## src/las_pkg.sv

```systemverilog
// constants and types for the acknowledge status register bank
package las_pkg;
	localparam logic [11:0] LAS_IDENT_OFS = 12'h000;
	localparam logic [11:0] LAS_CTRL_ACK_STATUS_OFS = 12'h004;
	localparam logic [11:0] LAS_BACK_OFS = 12'h008;
	localparam logic [11:0] LAS_TEST_OFS = 12'h030;
	localparam logic [11:0] LAS_IRQ_STAT_OFS = 12'h040;
	localparam logic [11:0] LAS_IRQ_MASK_OFS = 12'h044;
	localparam int LAS_PART_LSB = 0;
	localparam int LAS_STEP_LSB = 16;
	localparam int LAS_ACK_LSB = 23;
	localparam int LAS_ACK_MSB = 27;
	localparam int LAS_FRESH_BIT = 31;
	localparam int LAS_UNLOCK_BIT = 0;
	localparam int LAS_IRQ_CTRL_BIT = 0;
	localparam int LAS_IRQ_BULK_BIT = 1;
	localparam logic [4:0] LAS_ACK_RESET = 5'h00;
	localparam logic [3:0] LAS_CODE_TIMEOUT = 4'h0;
	localparam logic [3:0] LAS_CODE_TOO_LONG = 4'h1;
	localparam logic [3:0] LAS_CODE_TOO_SHORT = 4'h2;
	localparam logic [1:0] LAS_RESP_OKAY = 2'h0;
	localparam logic [1:0] LAS_RESP_SLVERR = 2'h2;

	typedef enum logic [1:0] {
		LAS_ACK_NORMAL,
		LAS_ACK_TIMEOUT,
		LAS_ACK_TOO_LONG,
		LAS_ACK_TOO_SHORT
	} las_ack_kind_t;

	// one acknowledge report from the link transmitter
	typedef struct packed {
		logic strobe;
		las_ack_kind_t kind;
		logic [3:0] code;
	} las_ack_rpt_t;
endpackage

```

## src/las_link_ack_status_regs.sv

```systemverilog
// acknowledge status register bank with AXI4-Lite slave and interrupt
//
// What this block does
// - Offset zero reads fixed identity word: part number low half, step number high half.
// - Control acknowledge register keeps last ack for control transmit FIFO packets.
// - Control ack code sits in bits 23 to 27, loaded from transmitter report.
// - Top bit zero means ordinary four-bit bus ack code follows.
// - Ack timeout records top bit one with code 0000.
// - Ack packet longer than eight bits records top bit one, code 0001.
// - Ack packet shorter than eight bits records top bit one, code 0010.
// - Bit 31 control fresh flag sets whenever a new ack is loaded.
// - Software read of control register clears its fresh flag.
// - Control field and flag writable only while write unlock bit is one.
// - Power-up or software reset clears both ack registers to zero.
// - Bulk acknowledge register keeps last ack for bulky transmit FIFO packets.
// - Bulk ack code uses bits 23 to 27 with the same encoding.
// - Bit 31 bulk fresh flag sets whenever a new bulk ack is loaded; a read of the bulk register clears it.
// - Bulk field and flag writable only while write unlock bit is one.
`timescale 1ns/1ps
`default_nettype none
module las_link_ack_status_regs
	import las_pkg::*;
#(
	parameter logic [15:0] PART_NUMBER = 16'hA5A5, // arbitrary value
	parameter logic [15:0] STEP_NUMBER = 16'h0001 // arbitrary value
) (
	input wire logic ref_clk,
	input wire logic reset_n,
	input wire logic softReset,
	input wire las_ack_rpt_t ctrlAckRpt,
	input wire las_ack_rpt_t bulkAckRpt,
	input wire logic [11:0] s_axi_awaddr,
	input wire logic s_axi_awvalid,
	output logic s_axi_awready,
	input wire logic [31:0] s_axi_wdata,
	input wire logic [3:0] s_axi_wstrb,
	input wire logic s_axi_wvalid,
	output logic s_axi_wready,
	output logic [1:0] s_axi_bresp,
	output logic s_axi_bvalid,
	input wire logic s_axi_bready,
	input wire logic [11:0] s_axi_araddr,
	input wire logic s_axi_arvalid,
	output logic s_axi_arready,
	output logic [31:0] s_axi_rdata,
	output logic [1:0] s_axi_rresp,
	output logic s_axi_rvalid,
	input wire logic s_axi_rready,
	output logic statusWriteUnlock,
	output logic irq
);
	// 5-bit ack value, bit 4 is the kind flag placed at bit 23
	function automatic logic [4:0] encodeAck(input las_ack_rpt_t r);
		logic [4:0] v;
		v = {1'b1, LAS_CODE_TIMEOUT};
		case (r.kind)
			LAS_ACK_NORMAL: v = {1'b0, r.code};
			LAS_ACK_TIMEOUT: v = {1'b1, LAS_CODE_TIMEOUT};
			LAS_ACK_TOO_LONG: v = {1'b1, LAS_CODE_TOO_LONG};
			LAS_ACK_TOO_SHORT: v = {1'b1, LAS_CODE_TOO_SHORT};
			default: v = {1'b1, LAS_CODE_TIMEOUT};
		endcase
		return v;
	endfunction

	// flag at bit 23, four-bit code msb first in bits 24..27
	function automatic logic [31:0] placeAck(input logic [4:0] v, input logic fresh);
		logic [31:0] w;
		w = 32'h0000_0000;
		w[LAS_ACK_LSB] = v[4];
		w[LAS_ACK_LSB + 1] = v[3];
		w[LAS_ACK_LSB + 2] = v[2];
		w[LAS_ACK_LSB + 3] = v[1];
		w[LAS_ACK_MSB] = v[0];
		w[LAS_FRESH_BIT] = fresh;
		return w;
	endfunction

	function automatic logic [4:0] takeAck(input logic [31:0] w);
		logic [4:0] v;
		v[4] = w[LAS_ACK_LSB];
		v[3] = w[LAS_ACK_LSB + 1];
		v[2] = w[LAS_ACK_LSB + 2];
		v[1] = w[LAS_ACK_LSB + 3];
		v[0] = w[LAS_ACK_MSB];
		return v;
	endfunction

	function automatic logic [31:0] strbMask(input logic [3:0] s);
		logic [31:0] m;
		for (int i = 0; i < 4; i++) begin
			m[8 * i +: 8] = {8{s[i]}};
		end
		return m;
	endfunction

	// byte-lane merge of a register image with the held write data
	function automatic logic [31:0] mergeWrite(input logic [31:0] img, input logic [31:0] nw, input logic [3:0] s);
		logic [31:0] m;
		m = strbMask(s);
		return (img & ~m) | (nw & m);
	endfunction

	logic [11:0] awAddr_q;
	logic awHeld_q;
	logic awReady_q;
	logic [31:0] wData_q;
	logic [3:0] wStrb_q;
	logic wHeld_q;
	logic wReady_q;
	logic bValid_q;
	logic [1:0] bResp_q;
	logic arReady_q;
	logic rValid_q;
	logic [31:0] rData_q;
	logic [1:0] rResp_q;
	logic [4:0] ctrlAck_q;
	logic ctrlFresh_q;
	logic [4:0] bulkAck_q;
	logic bulkFresh_q;
	logic unlock_q;
	logic [1:0] irqStat_q;
	logic [1:0] irqMask_q;
	logic irq_q;

	logic doWrite;
	logic doRead;
	logic [31:0] ctrlMerged;
	logic [31:0] bulkMerged;
	logic wrCtrl;
	logic wrBulk;
	logic wrUnlock;
	logic wrIrqStat;
	logic wrIrqMask;
	logic rdCtrl;
	logic rdBulk;

	// a write lands once both halves are held and the last answer is gone
	assign doWrite = awHeld_q && wHeld_q && !bValid_q;
	assign doRead = s_axi_arvalid && arReady_q;
	assign ctrlMerged = mergeWrite(placeAck(ctrlAck_q, ctrlFresh_q), wData_q, wStrb_q);
	assign bulkMerged = mergeWrite(placeAck(bulkAck_q, bulkFresh_q), wData_q, wStrb_q);
	assign wrCtrl = doWrite && unlock_q && awAddr_q == LAS_CTRL_ACK_STATUS_OFS;
	assign wrBulk = doWrite && unlock_q && awAddr_q == LAS_BACK_OFS;
	assign wrUnlock = doWrite && awAddr_q == LAS_TEST_OFS && wStrb_q[0];
	assign wrIrqStat = doWrite && awAddr_q == LAS_IRQ_STAT_OFS && wStrb_q[0];
	assign wrIrqMask = doWrite && awAddr_q == LAS_IRQ_MASK_OFS && wStrb_q[0];
	assign rdCtrl = doRead && s_axi_araddr == LAS_CTRL_ACK_STATUS_OFS;
	assign rdBulk = doRead && s_axi_araddr == LAS_BACK_OFS;

	// write address and data latches, taken in either order
	always_ff @(posedge ref_clk or negedge reset_n) begin
		if (!reset_n) begin
			awHeld_q <= 1'b0;
			awReady_q <= 1'b1;
		end else if (s_axi_awvalid && awReady_q) begin
			awHeld_q <= 1'b1;
			awReady_q <= 1'b0;
		end else if (doWrite) begin
			awHeld_q <= 1'b0;
			awReady_q <= 1'b1;
		end
	end

	always_ff @(posedge ref_clk or negedge reset_n) begin
		if (!reset_n) begin
			awAddr_q <= 12'h000;
		end else if (s_axi_awvalid && awReady_q) begin
			awAddr_q <= s_axi_awaddr;
		end
	end

	always_ff @(posedge ref_clk or negedge reset_n) begin
		if (!reset_n) begin
			wHeld_q <= 1'b0;
			wReady_q <= 1'b1;
		end else if (s_axi_wvalid && wReady_q) begin
			wHeld_q <= 1'b1;
			wReady_q <= 1'b0;
		end else if (doWrite) begin
			wHeld_q <= 1'b0;
			wReady_q <= 1'b1;
		end
	end

	always_ff @(posedge ref_clk or negedge reset_n) begin
		if (!reset_n) begin
			wData_q <= 32'h0000_0000;
			wStrb_q <= 4'h0;
		end else if (s_axi_wvalid && wReady_q) begin
			wData_q <= s_axi_wdata;
			wStrb_q <= s_axi_wstrb;
		end
	end

	// write response
	always_ff @(posedge ref_clk or negedge reset_n) begin
		if (!reset_n) begin
			bValid_q <= 1'b0;
		end else if (doWrite) begin
			bValid_q <= 1'b1;
		end else if (s_axi_bready) begin
			bValid_q <= 1'b0;
		end
	end

	always_ff @(posedge ref_clk or negedge reset_n) begin
		if (!reset_n) begin
			bResp_q <= LAS_RESP_OKAY;
		end else if (doWrite) begin
			case (awAddr_q)
				LAS_IDENT_OFS, LAS_CTRL_ACK_STATUS_OFS, LAS_BACK_OFS, LAS_TEST_OFS,
				LAS_IRQ_STAT_OFS, LAS_IRQ_MASK_OFS: bResp_q <= LAS_RESP_OKAY;
				default: bResp_q <= LAS_RESP_SLVERR;
			endcase
		end
	end

	// read channel; one read in flight
	always_ff @(posedge ref_clk or negedge reset_n) begin
		if (!reset_n) begin
			arReady_q <= 1'b1;
		end else if (doRead) begin
			arReady_q <= 1'b0;
		end else if (rValid_q && s_axi_rready) begin
			arReady_q <= 1'b1;
		end
	end

	always_ff @(posedge ref_clk or negedge reset_n) begin
		if (!reset_n) begin
			rValid_q <= 1'b0;
		end else if (doRead) begin
			rValid_q <= 1'b1;
		end else if (rValid_q && s_axi_rready) begin
			rValid_q <= 1'b0;
		end
	end

	always_ff @(posedge ref_clk or negedge reset_n) begin
		if (!reset_n) begin
			rData_q <= 32'h0000_0000;
			rResp_q <= LAS_RESP_OKAY;
		end else if (doRead) begin
			rResp_q <= LAS_RESP_OKAY;
			case (s_axi_araddr)
				LAS_IDENT_OFS: rData_q <= {STEP_NUMBER, PART_NUMBER};
				LAS_CTRL_ACK_STATUS_OFS: rData_q <= placeAck(ctrlAck_q, ctrlFresh_q);
				LAS_BACK_OFS: rData_q <= placeAck(bulkAck_q, bulkFresh_q);
				LAS_TEST_OFS: rData_q <= {31'h0000_0000, unlock_q};
				LAS_IRQ_STAT_OFS: rData_q <= {30'h0000_0000, irqStat_q};
				LAS_IRQ_MASK_OFS: rData_q <= {30'h0000_0000, irqMask_q};
				default: begin
					rData_q <= 32'h0000_0000;
					rResp_q <= LAS_RESP_SLVERR;
				end
			endcase
		end
	end

	// control acknowledge field
	always_ff @(posedge ref_clk or negedge reset_n) begin
		if (!reset_n) begin
			ctrlAck_q <= LAS_ACK_RESET;
		end else if (softReset) begin
			ctrlAck_q <= LAS_ACK_RESET;
		end else if (ctrlAckRpt.strobe) begin
			ctrlAck_q <= encodeAck(ctrlAckRpt);
		end else if (wrCtrl) begin
			ctrlAck_q <= takeAck(ctrlMerged);
		end
	end

	// control fresh flag; a capture beats a clear by read
	always_ff @(posedge ref_clk or negedge reset_n) begin
		if (!reset_n) begin
			ctrlFresh_q <= 1'b0;
		end else if (softReset) begin
			ctrlFresh_q <= 1'b0;
		end else if (ctrlAckRpt.strobe) begin
			ctrlFresh_q <= 1'b1;
		end else if (wrCtrl) begin
			ctrlFresh_q <= ctrlMerged[LAS_FRESH_BIT];
		end else if (rdCtrl) begin
			ctrlFresh_q <= 1'b0;
		end
	end

	// bulk acknowledge field
	always_ff @(posedge ref_clk or negedge reset_n) begin
		if (!reset_n) begin
			bulkAck_q <= LAS_ACK_RESET;
		end else if (softReset) begin
			bulkAck_q <= LAS_ACK_RESET;
		end else if (bulkAckRpt.strobe) begin
			bulkAck_q <= encodeAck(bulkAckRpt);
		end else if (wrBulk) begin
			bulkAck_q <= takeAck(bulkMerged);
		end
	end

	// bulk fresh flag; a capture beats a clear by read
	always_ff @(posedge ref_clk or negedge reset_n) begin
		if (!reset_n) begin
			bulkFresh_q <= 1'b0;
		end else if (softReset) begin
			bulkFresh_q <= 1'b0;
		end else if (bulkAckRpt.strobe) begin
			bulkFresh_q <= 1'b1;
		end else if (wrBulk) begin
			bulkFresh_q <= bulkMerged[LAS_FRESH_BIT];
		end else if (rdBulk) begin
			bulkFresh_q <= 1'b0;
		end
	end

	// diagnostics unlock bit
	always_ff @(posedge ref_clk or negedge reset_n) begin
		if (!reset_n) begin
			unlock_q <= 1'b0;
		end else if (softReset) begin
			unlock_q <= 1'b0;
		end else if (wrUnlock) begin
			unlock_q <= wData_q[LAS_UNLOCK_BIT];
		end
	end

	// interrupt status, write one to clear, new capture wins
	always_ff @(posedge ref_clk or negedge reset_n) begin
		if (!reset_n) begin
			irqStat_q <= 2'h0;
		end else begin
			for (int i = 0; i < 2; i++) begin
				if ((i == LAS_IRQ_CTRL_BIT && ctrlAckRpt.strobe) || (i == LAS_IRQ_BULK_BIT && bulkAckRpt.strobe)) begin
					irqStat_q[i] <= 1'b1;
				end else if (wrIrqStat && wData_q[i]) begin
					irqStat_q[i] <= 1'b0;
				end
			end
		end
	end

	// interrupt mask, same layout as the status
	always_ff @(posedge ref_clk or negedge reset_n) begin
		if (!reset_n) begin
			irqMask_q <= 2'h0;
		end else if (wrIrqMask) begin
			irqMask_q <= wData_q[1:0];
		end
	end

	// level interrupt, registered so the pin comes from a flop
	always_ff @(posedge ref_clk or negedge reset_n) begin
		if (!reset_n) begin
			irq_q <= 1'b0;
		end else begin
			irq_q <= |(irqStat_q & irqMask_q);
		end
	end

	assign s_axi_awready = awReady_q;
	assign s_axi_wready = wReady_q;
	assign s_axi_bvalid = bValid_q;
	assign s_axi_bresp = bResp_q;
	assign s_axi_arready = arReady_q;
	assign s_axi_rvalid = rValid_q;
	assign s_axi_rdata = rData_q;
	assign s_axi_rresp = rResp_q;
	assign statusWriteUnlock = unlock_q;
	assign irq = irq_q;
endmodule
`default_nettype wire

```

## config.mk

```make
export PLATFORM = sky130hd
export DESIGN_NAME = las_link_ack_status_regs
export DESIGN_NICKNAME = d
export VERILOG_FILES = /design/src/las_pkg.sv /design/src/las_link_ack_status_regs.sv
export SDC_FILE = /design/constraint.sdc
export NUM_CORES = 1
export LEC_CHECK = 0
export BUFFER_PORTS_ARGS = -buffer_cell sky130_fd_sc_hd__buf_2
export CORE_UTILIZATION = 49
export DETAILED_ROUTE_END_ITERATION = 8
export PLACE_DENSITY_LB_ADDON = 0.3
export SLEW_MARGIN = 30
export SYNTH_ARGS = -nofsm -noshare
export SYNTH_HDL_FRONTEND = slang
export SYNTH_SLANG_ARGS = --single-unit
```

## constraint.sdc

```tcl
create_clock -name ref_clk -period 1.9 [get_ports ref_clk]
set_input_delay 0.19 -clock ref_clk [delete_from_list [all_inputs] [get_ports ref_clk]]
set_output_delay 0.19 -clock ref_clk [all_outputs]
set_load 0.02 [all_outputs]
```

==> flow_summary.json <==
{
  "cp.buffers_inverters": 0,
  "grt_usage": 0.214,
  "fin_util": 0.614,
  "place.gp.congestion": 0.834,
  "synth.cell_area_mm2": 0.00313,
  "num_antenna_cells": 0,
  "timing.setup.tns_ns": 0,
  "nFillCells": 537,
  "core_area_mm2": 0.00603,
  "p_seq_frac": 0.487,
  "arrival_ns": 1.95,
  "synthTopCellsByCount": "dfrtp_1 (56), mux2_2 (26), buf_4 (25)",
  "area_delta_synth_final_pct": 18.1,
  "path_max_fanout": 5,
  "leakage_nw": 1.76,
  "synth_edf_count": 0,
  "clk_pin_slew_ns": 0.06,
  "async_flop_share": 1.00,
  "fin_crit_sh": 0.908,
  "dieArea_mm2": 0.00671,
  "ys_ff_latch": 59,
  "firstDrtPassIters": 4,
  "ys_top_cells_by_area": "dfrtp_1 (45%), mux2_2 (9.3%), buf_4 (6.0%)",
  "p_sw_frac": 0.341,
  "yosysTopAreaCellShare": 0.447,
  "tightestPinTransition_ns": 0.564,
  "numClockSinks": 59,
  "maxSlewViolCount": 0,
  "die_w_um": 81.9,
  "via_count": 2459,
  "top_usage_layer": "met2",
  "p_total_w": 0.00412,
  "yosysMostFrequentCell": "dfrtp_1",
  "endpoint_kind": "flip-flop",
  "io_buffers": 81,
  "crit_type": "flip-flop to flip-flop",
  "p_int_w": 0.00271,
  "cts_buffers": 9,
  "yosys_warnings": 0,
  "setup_viol": 0,
  "switchingPower_w": 0.00140,
  "critPathLaunchType": "flip-flop",
  "io_pins": 125,
  "cp.required_ns": 2.12,
  "grt-ovfl-total": 0,
  "drt_wl_total_mm": 6.42,
  "synth_ff_type": "dfrtp_1",
  "start_util": 0.520,
  "layout.nets": 453,
  "powerDensity_mw_per_mm2": 1110,
  "die_y_um": 81.9,
  "grt_pass1_vias": 2237,
  "hold_ws_ns": 0.0255,
  "period_needed_ns": 1.73,
  "ys_types": 64,
  "wire_per_inst_um": 14.2,
  "drt-initial-drc-count": 137,
  "ant_nets": 0,
  "outcome": "completed",
  "postSynthAreaPerCell_um2": 10.8,
  "fmax_mhz": 580,
  "critPathSlowestCell": "dfrtp_1",
  "post_cts_buffers": 0,
  "cts-htree-levels": 3,
  "hp-class": "input port to flip-flop",
  "power_frac_clock": 0.231,
  "hold_viol_final": 0,
  "dpl.cell_count": 434,
  "fin_skew_ns": 0.00843,
  "root_buffer": "clkbuf_8",
  "combPwrFrac": 0.282,
  "worstSkewPairLatency_ns": 0.33,
  "cp_top_family": "simple AND/OR/NAND/NOR gates",
  "grt_setup_unrepaired": "false",
  "viasPerCell": 5.45,
  "clock_path_buffers": 2,
  "syn_inst": 290,
  "drc": 0,
  "peakVddDrop_mv": 0.914,
  "antenna_found_initial": 0,
  "layout.cells.non_filler": 451,
  "grt_max_degree": 60,
  "grt_use_met1": 0.265,
  "grt_use_met2": 0.346,
  "cts_tree": "built",
  "synth.largest_area_cell": "dfrtp_1",
  "grt_pass1_wl_mm": 10.4,
  "max_slew_margin": 0.623,
  "rows": 28,
  "dpl.hpwl_mm": 4.95,
  "crit_chain": "nor4b_4 -> and4_4 -> nand3_4 -> o311a_1",
  "critPathMaxStageDelay_ns": 0.43,
  "ys_seq_area_frac": 0.473,
  "drv_cap": 0,
  "layout-drive-gt1-share": 0.396,
  "grt.met3_usage": 0.0578
}
==> final timing paths <==
check / cells after the start / slack, ns / startpoint / to
hold reg to reg: 2 / 0.48 / s_axi_rresp[1] / s_axi_rresp[1]
min in group asynchronous: 3 / 0.39 / reset_n / bulkAck_q[2]
hold / removal: 2 / 0.03 / s_axi_arvalid / s_axi_arready
max in group asynchronous: 3 / 1.20 / reset_n / s_axi_wready
setup / recovery: 4 / 0.17 / awAddr_q[4] / ctrlAck_q[2]
setup reg to reg: 4 / 0.17 / awAddr_q[4] / ctrlAck_q[2]
==> registers in the layout (all words and copies together), names as in the netlist, 2 cells and up <==
name / count
wStrb_q: 3
s_axi_rdata: 9
ctrlAck_q: 5
irqStat_q: 2
wData_q: 8
irqMask_q: 2
bulkAck_q: 5
awAddr_q: 12
==> what timing repair did <==
action	CTS	global route
setup endpoints to repair	0	1
hold endpoints to repair	56	0
hold buffers	1	0
resized for setup	0	2
==> layer usage <==
| metal | vias up | wire length (um) |
|---|---|---|
| met4 | 0 | 98 |
| met1 | 1166 | 2830 |
| met3 | 8 | 393 |
| li1 | 1189 | - |
| met2 | 96 | 3100 |
| met5 | - | 0 |
==> stage by stage <==
stage / instance area, um2 / setup slack [ns]
floorplan: 3200 / 0.260
global placement: 3510 / 0.203
detailed placement: 3510 / 0.163
CTS: 3680 / 0.150
global route: 3700 / 0.00568
finish: 3700 / 0.175
==> final cells by class <==
| class | instances | area (um2) | share of cell area |
|---|---|---|---|
| clock inverters | 3 | 15.0 | 0.00406 |
| well taps | 75 | 93.8 | 0.0254 |
| multi-input cells | 205 | 1450 | 0.393 |
| inverters | 7 | 26.3 | 0.00710 |
| flip-flops and latches | 59 | 1480 | 0.400 |
| clock buffers | 13 | 149 | 0.0403 |
| repair buffers | 89 | 480 | 0.130 |
==> power groups by stage <==
stage	Combinational, W	Sequential, W	Clock (W)
5_1_grt	0.00129	0.00206	0.00104
6_report	0.00116	0.00201	0.000951
4_1_cts	0.00116	0.00200	0.000979
3_3_place_gp	0.00112	0.00200	0
3_5_place_dp	0.00115	0.00202	0
2_1_floorplan	0.000847	0.00198	0
==> cells in the final DEF (no fill, tap or decap), types with 2 or more instances in the layout <==
cell type	synthesis	layout
nand2_1	23	23
and3_2	3	3
nand4_1	4	4
a22oi_1	3	3
clkinv_2	0	3
dfstp_2	3	3
nor3_1	5	5
mux2_2	26	26
nor3b_1	2	2
and2b_2	2	2
o31ai_1	5	5
a21oi_1	5	5
a311oi_1	2	2
dfrtp_1	56	56
nor4_1	4	4
o21bai_1	3	3
a221o_1	6	6
clkbuf_1	4	3
nor2_1	19	19
o211ai_1	2	2
nand3_1	4	4
buf_4	25	6
inv_1	7	7
conb_1	1	18
o2bb2a_1	3	3
and2_1	8	8
o21a_1	2	2
buf_2	2	81
a21o_1	5	5
o21ai_0	14	14
nand4b_1	2	2
clkbuf_8	1	10
a22o_1	2	2
o311a_1	3	3
a31oi_1	2	2
a31o_2	2	2
==> cells by family (layout without fill, tap and decap cells) <==
| logic type | count (synthesis) | after routing | synth area share |
|---|---|---|---|
| buf+inv | 43 | 112 | 0.0883 |
| mux | 27 | 27 | 0.0967 |
| compound gates | 64 | 64 | 0.151 |
| simple gates | 96 | 96 | 0.190 |
| flops | 59 | 59 | 0.473 |
| other cells | 1 | 18 | 0.00120 |
Note: power is estimated with default switching activity, not from simulation.
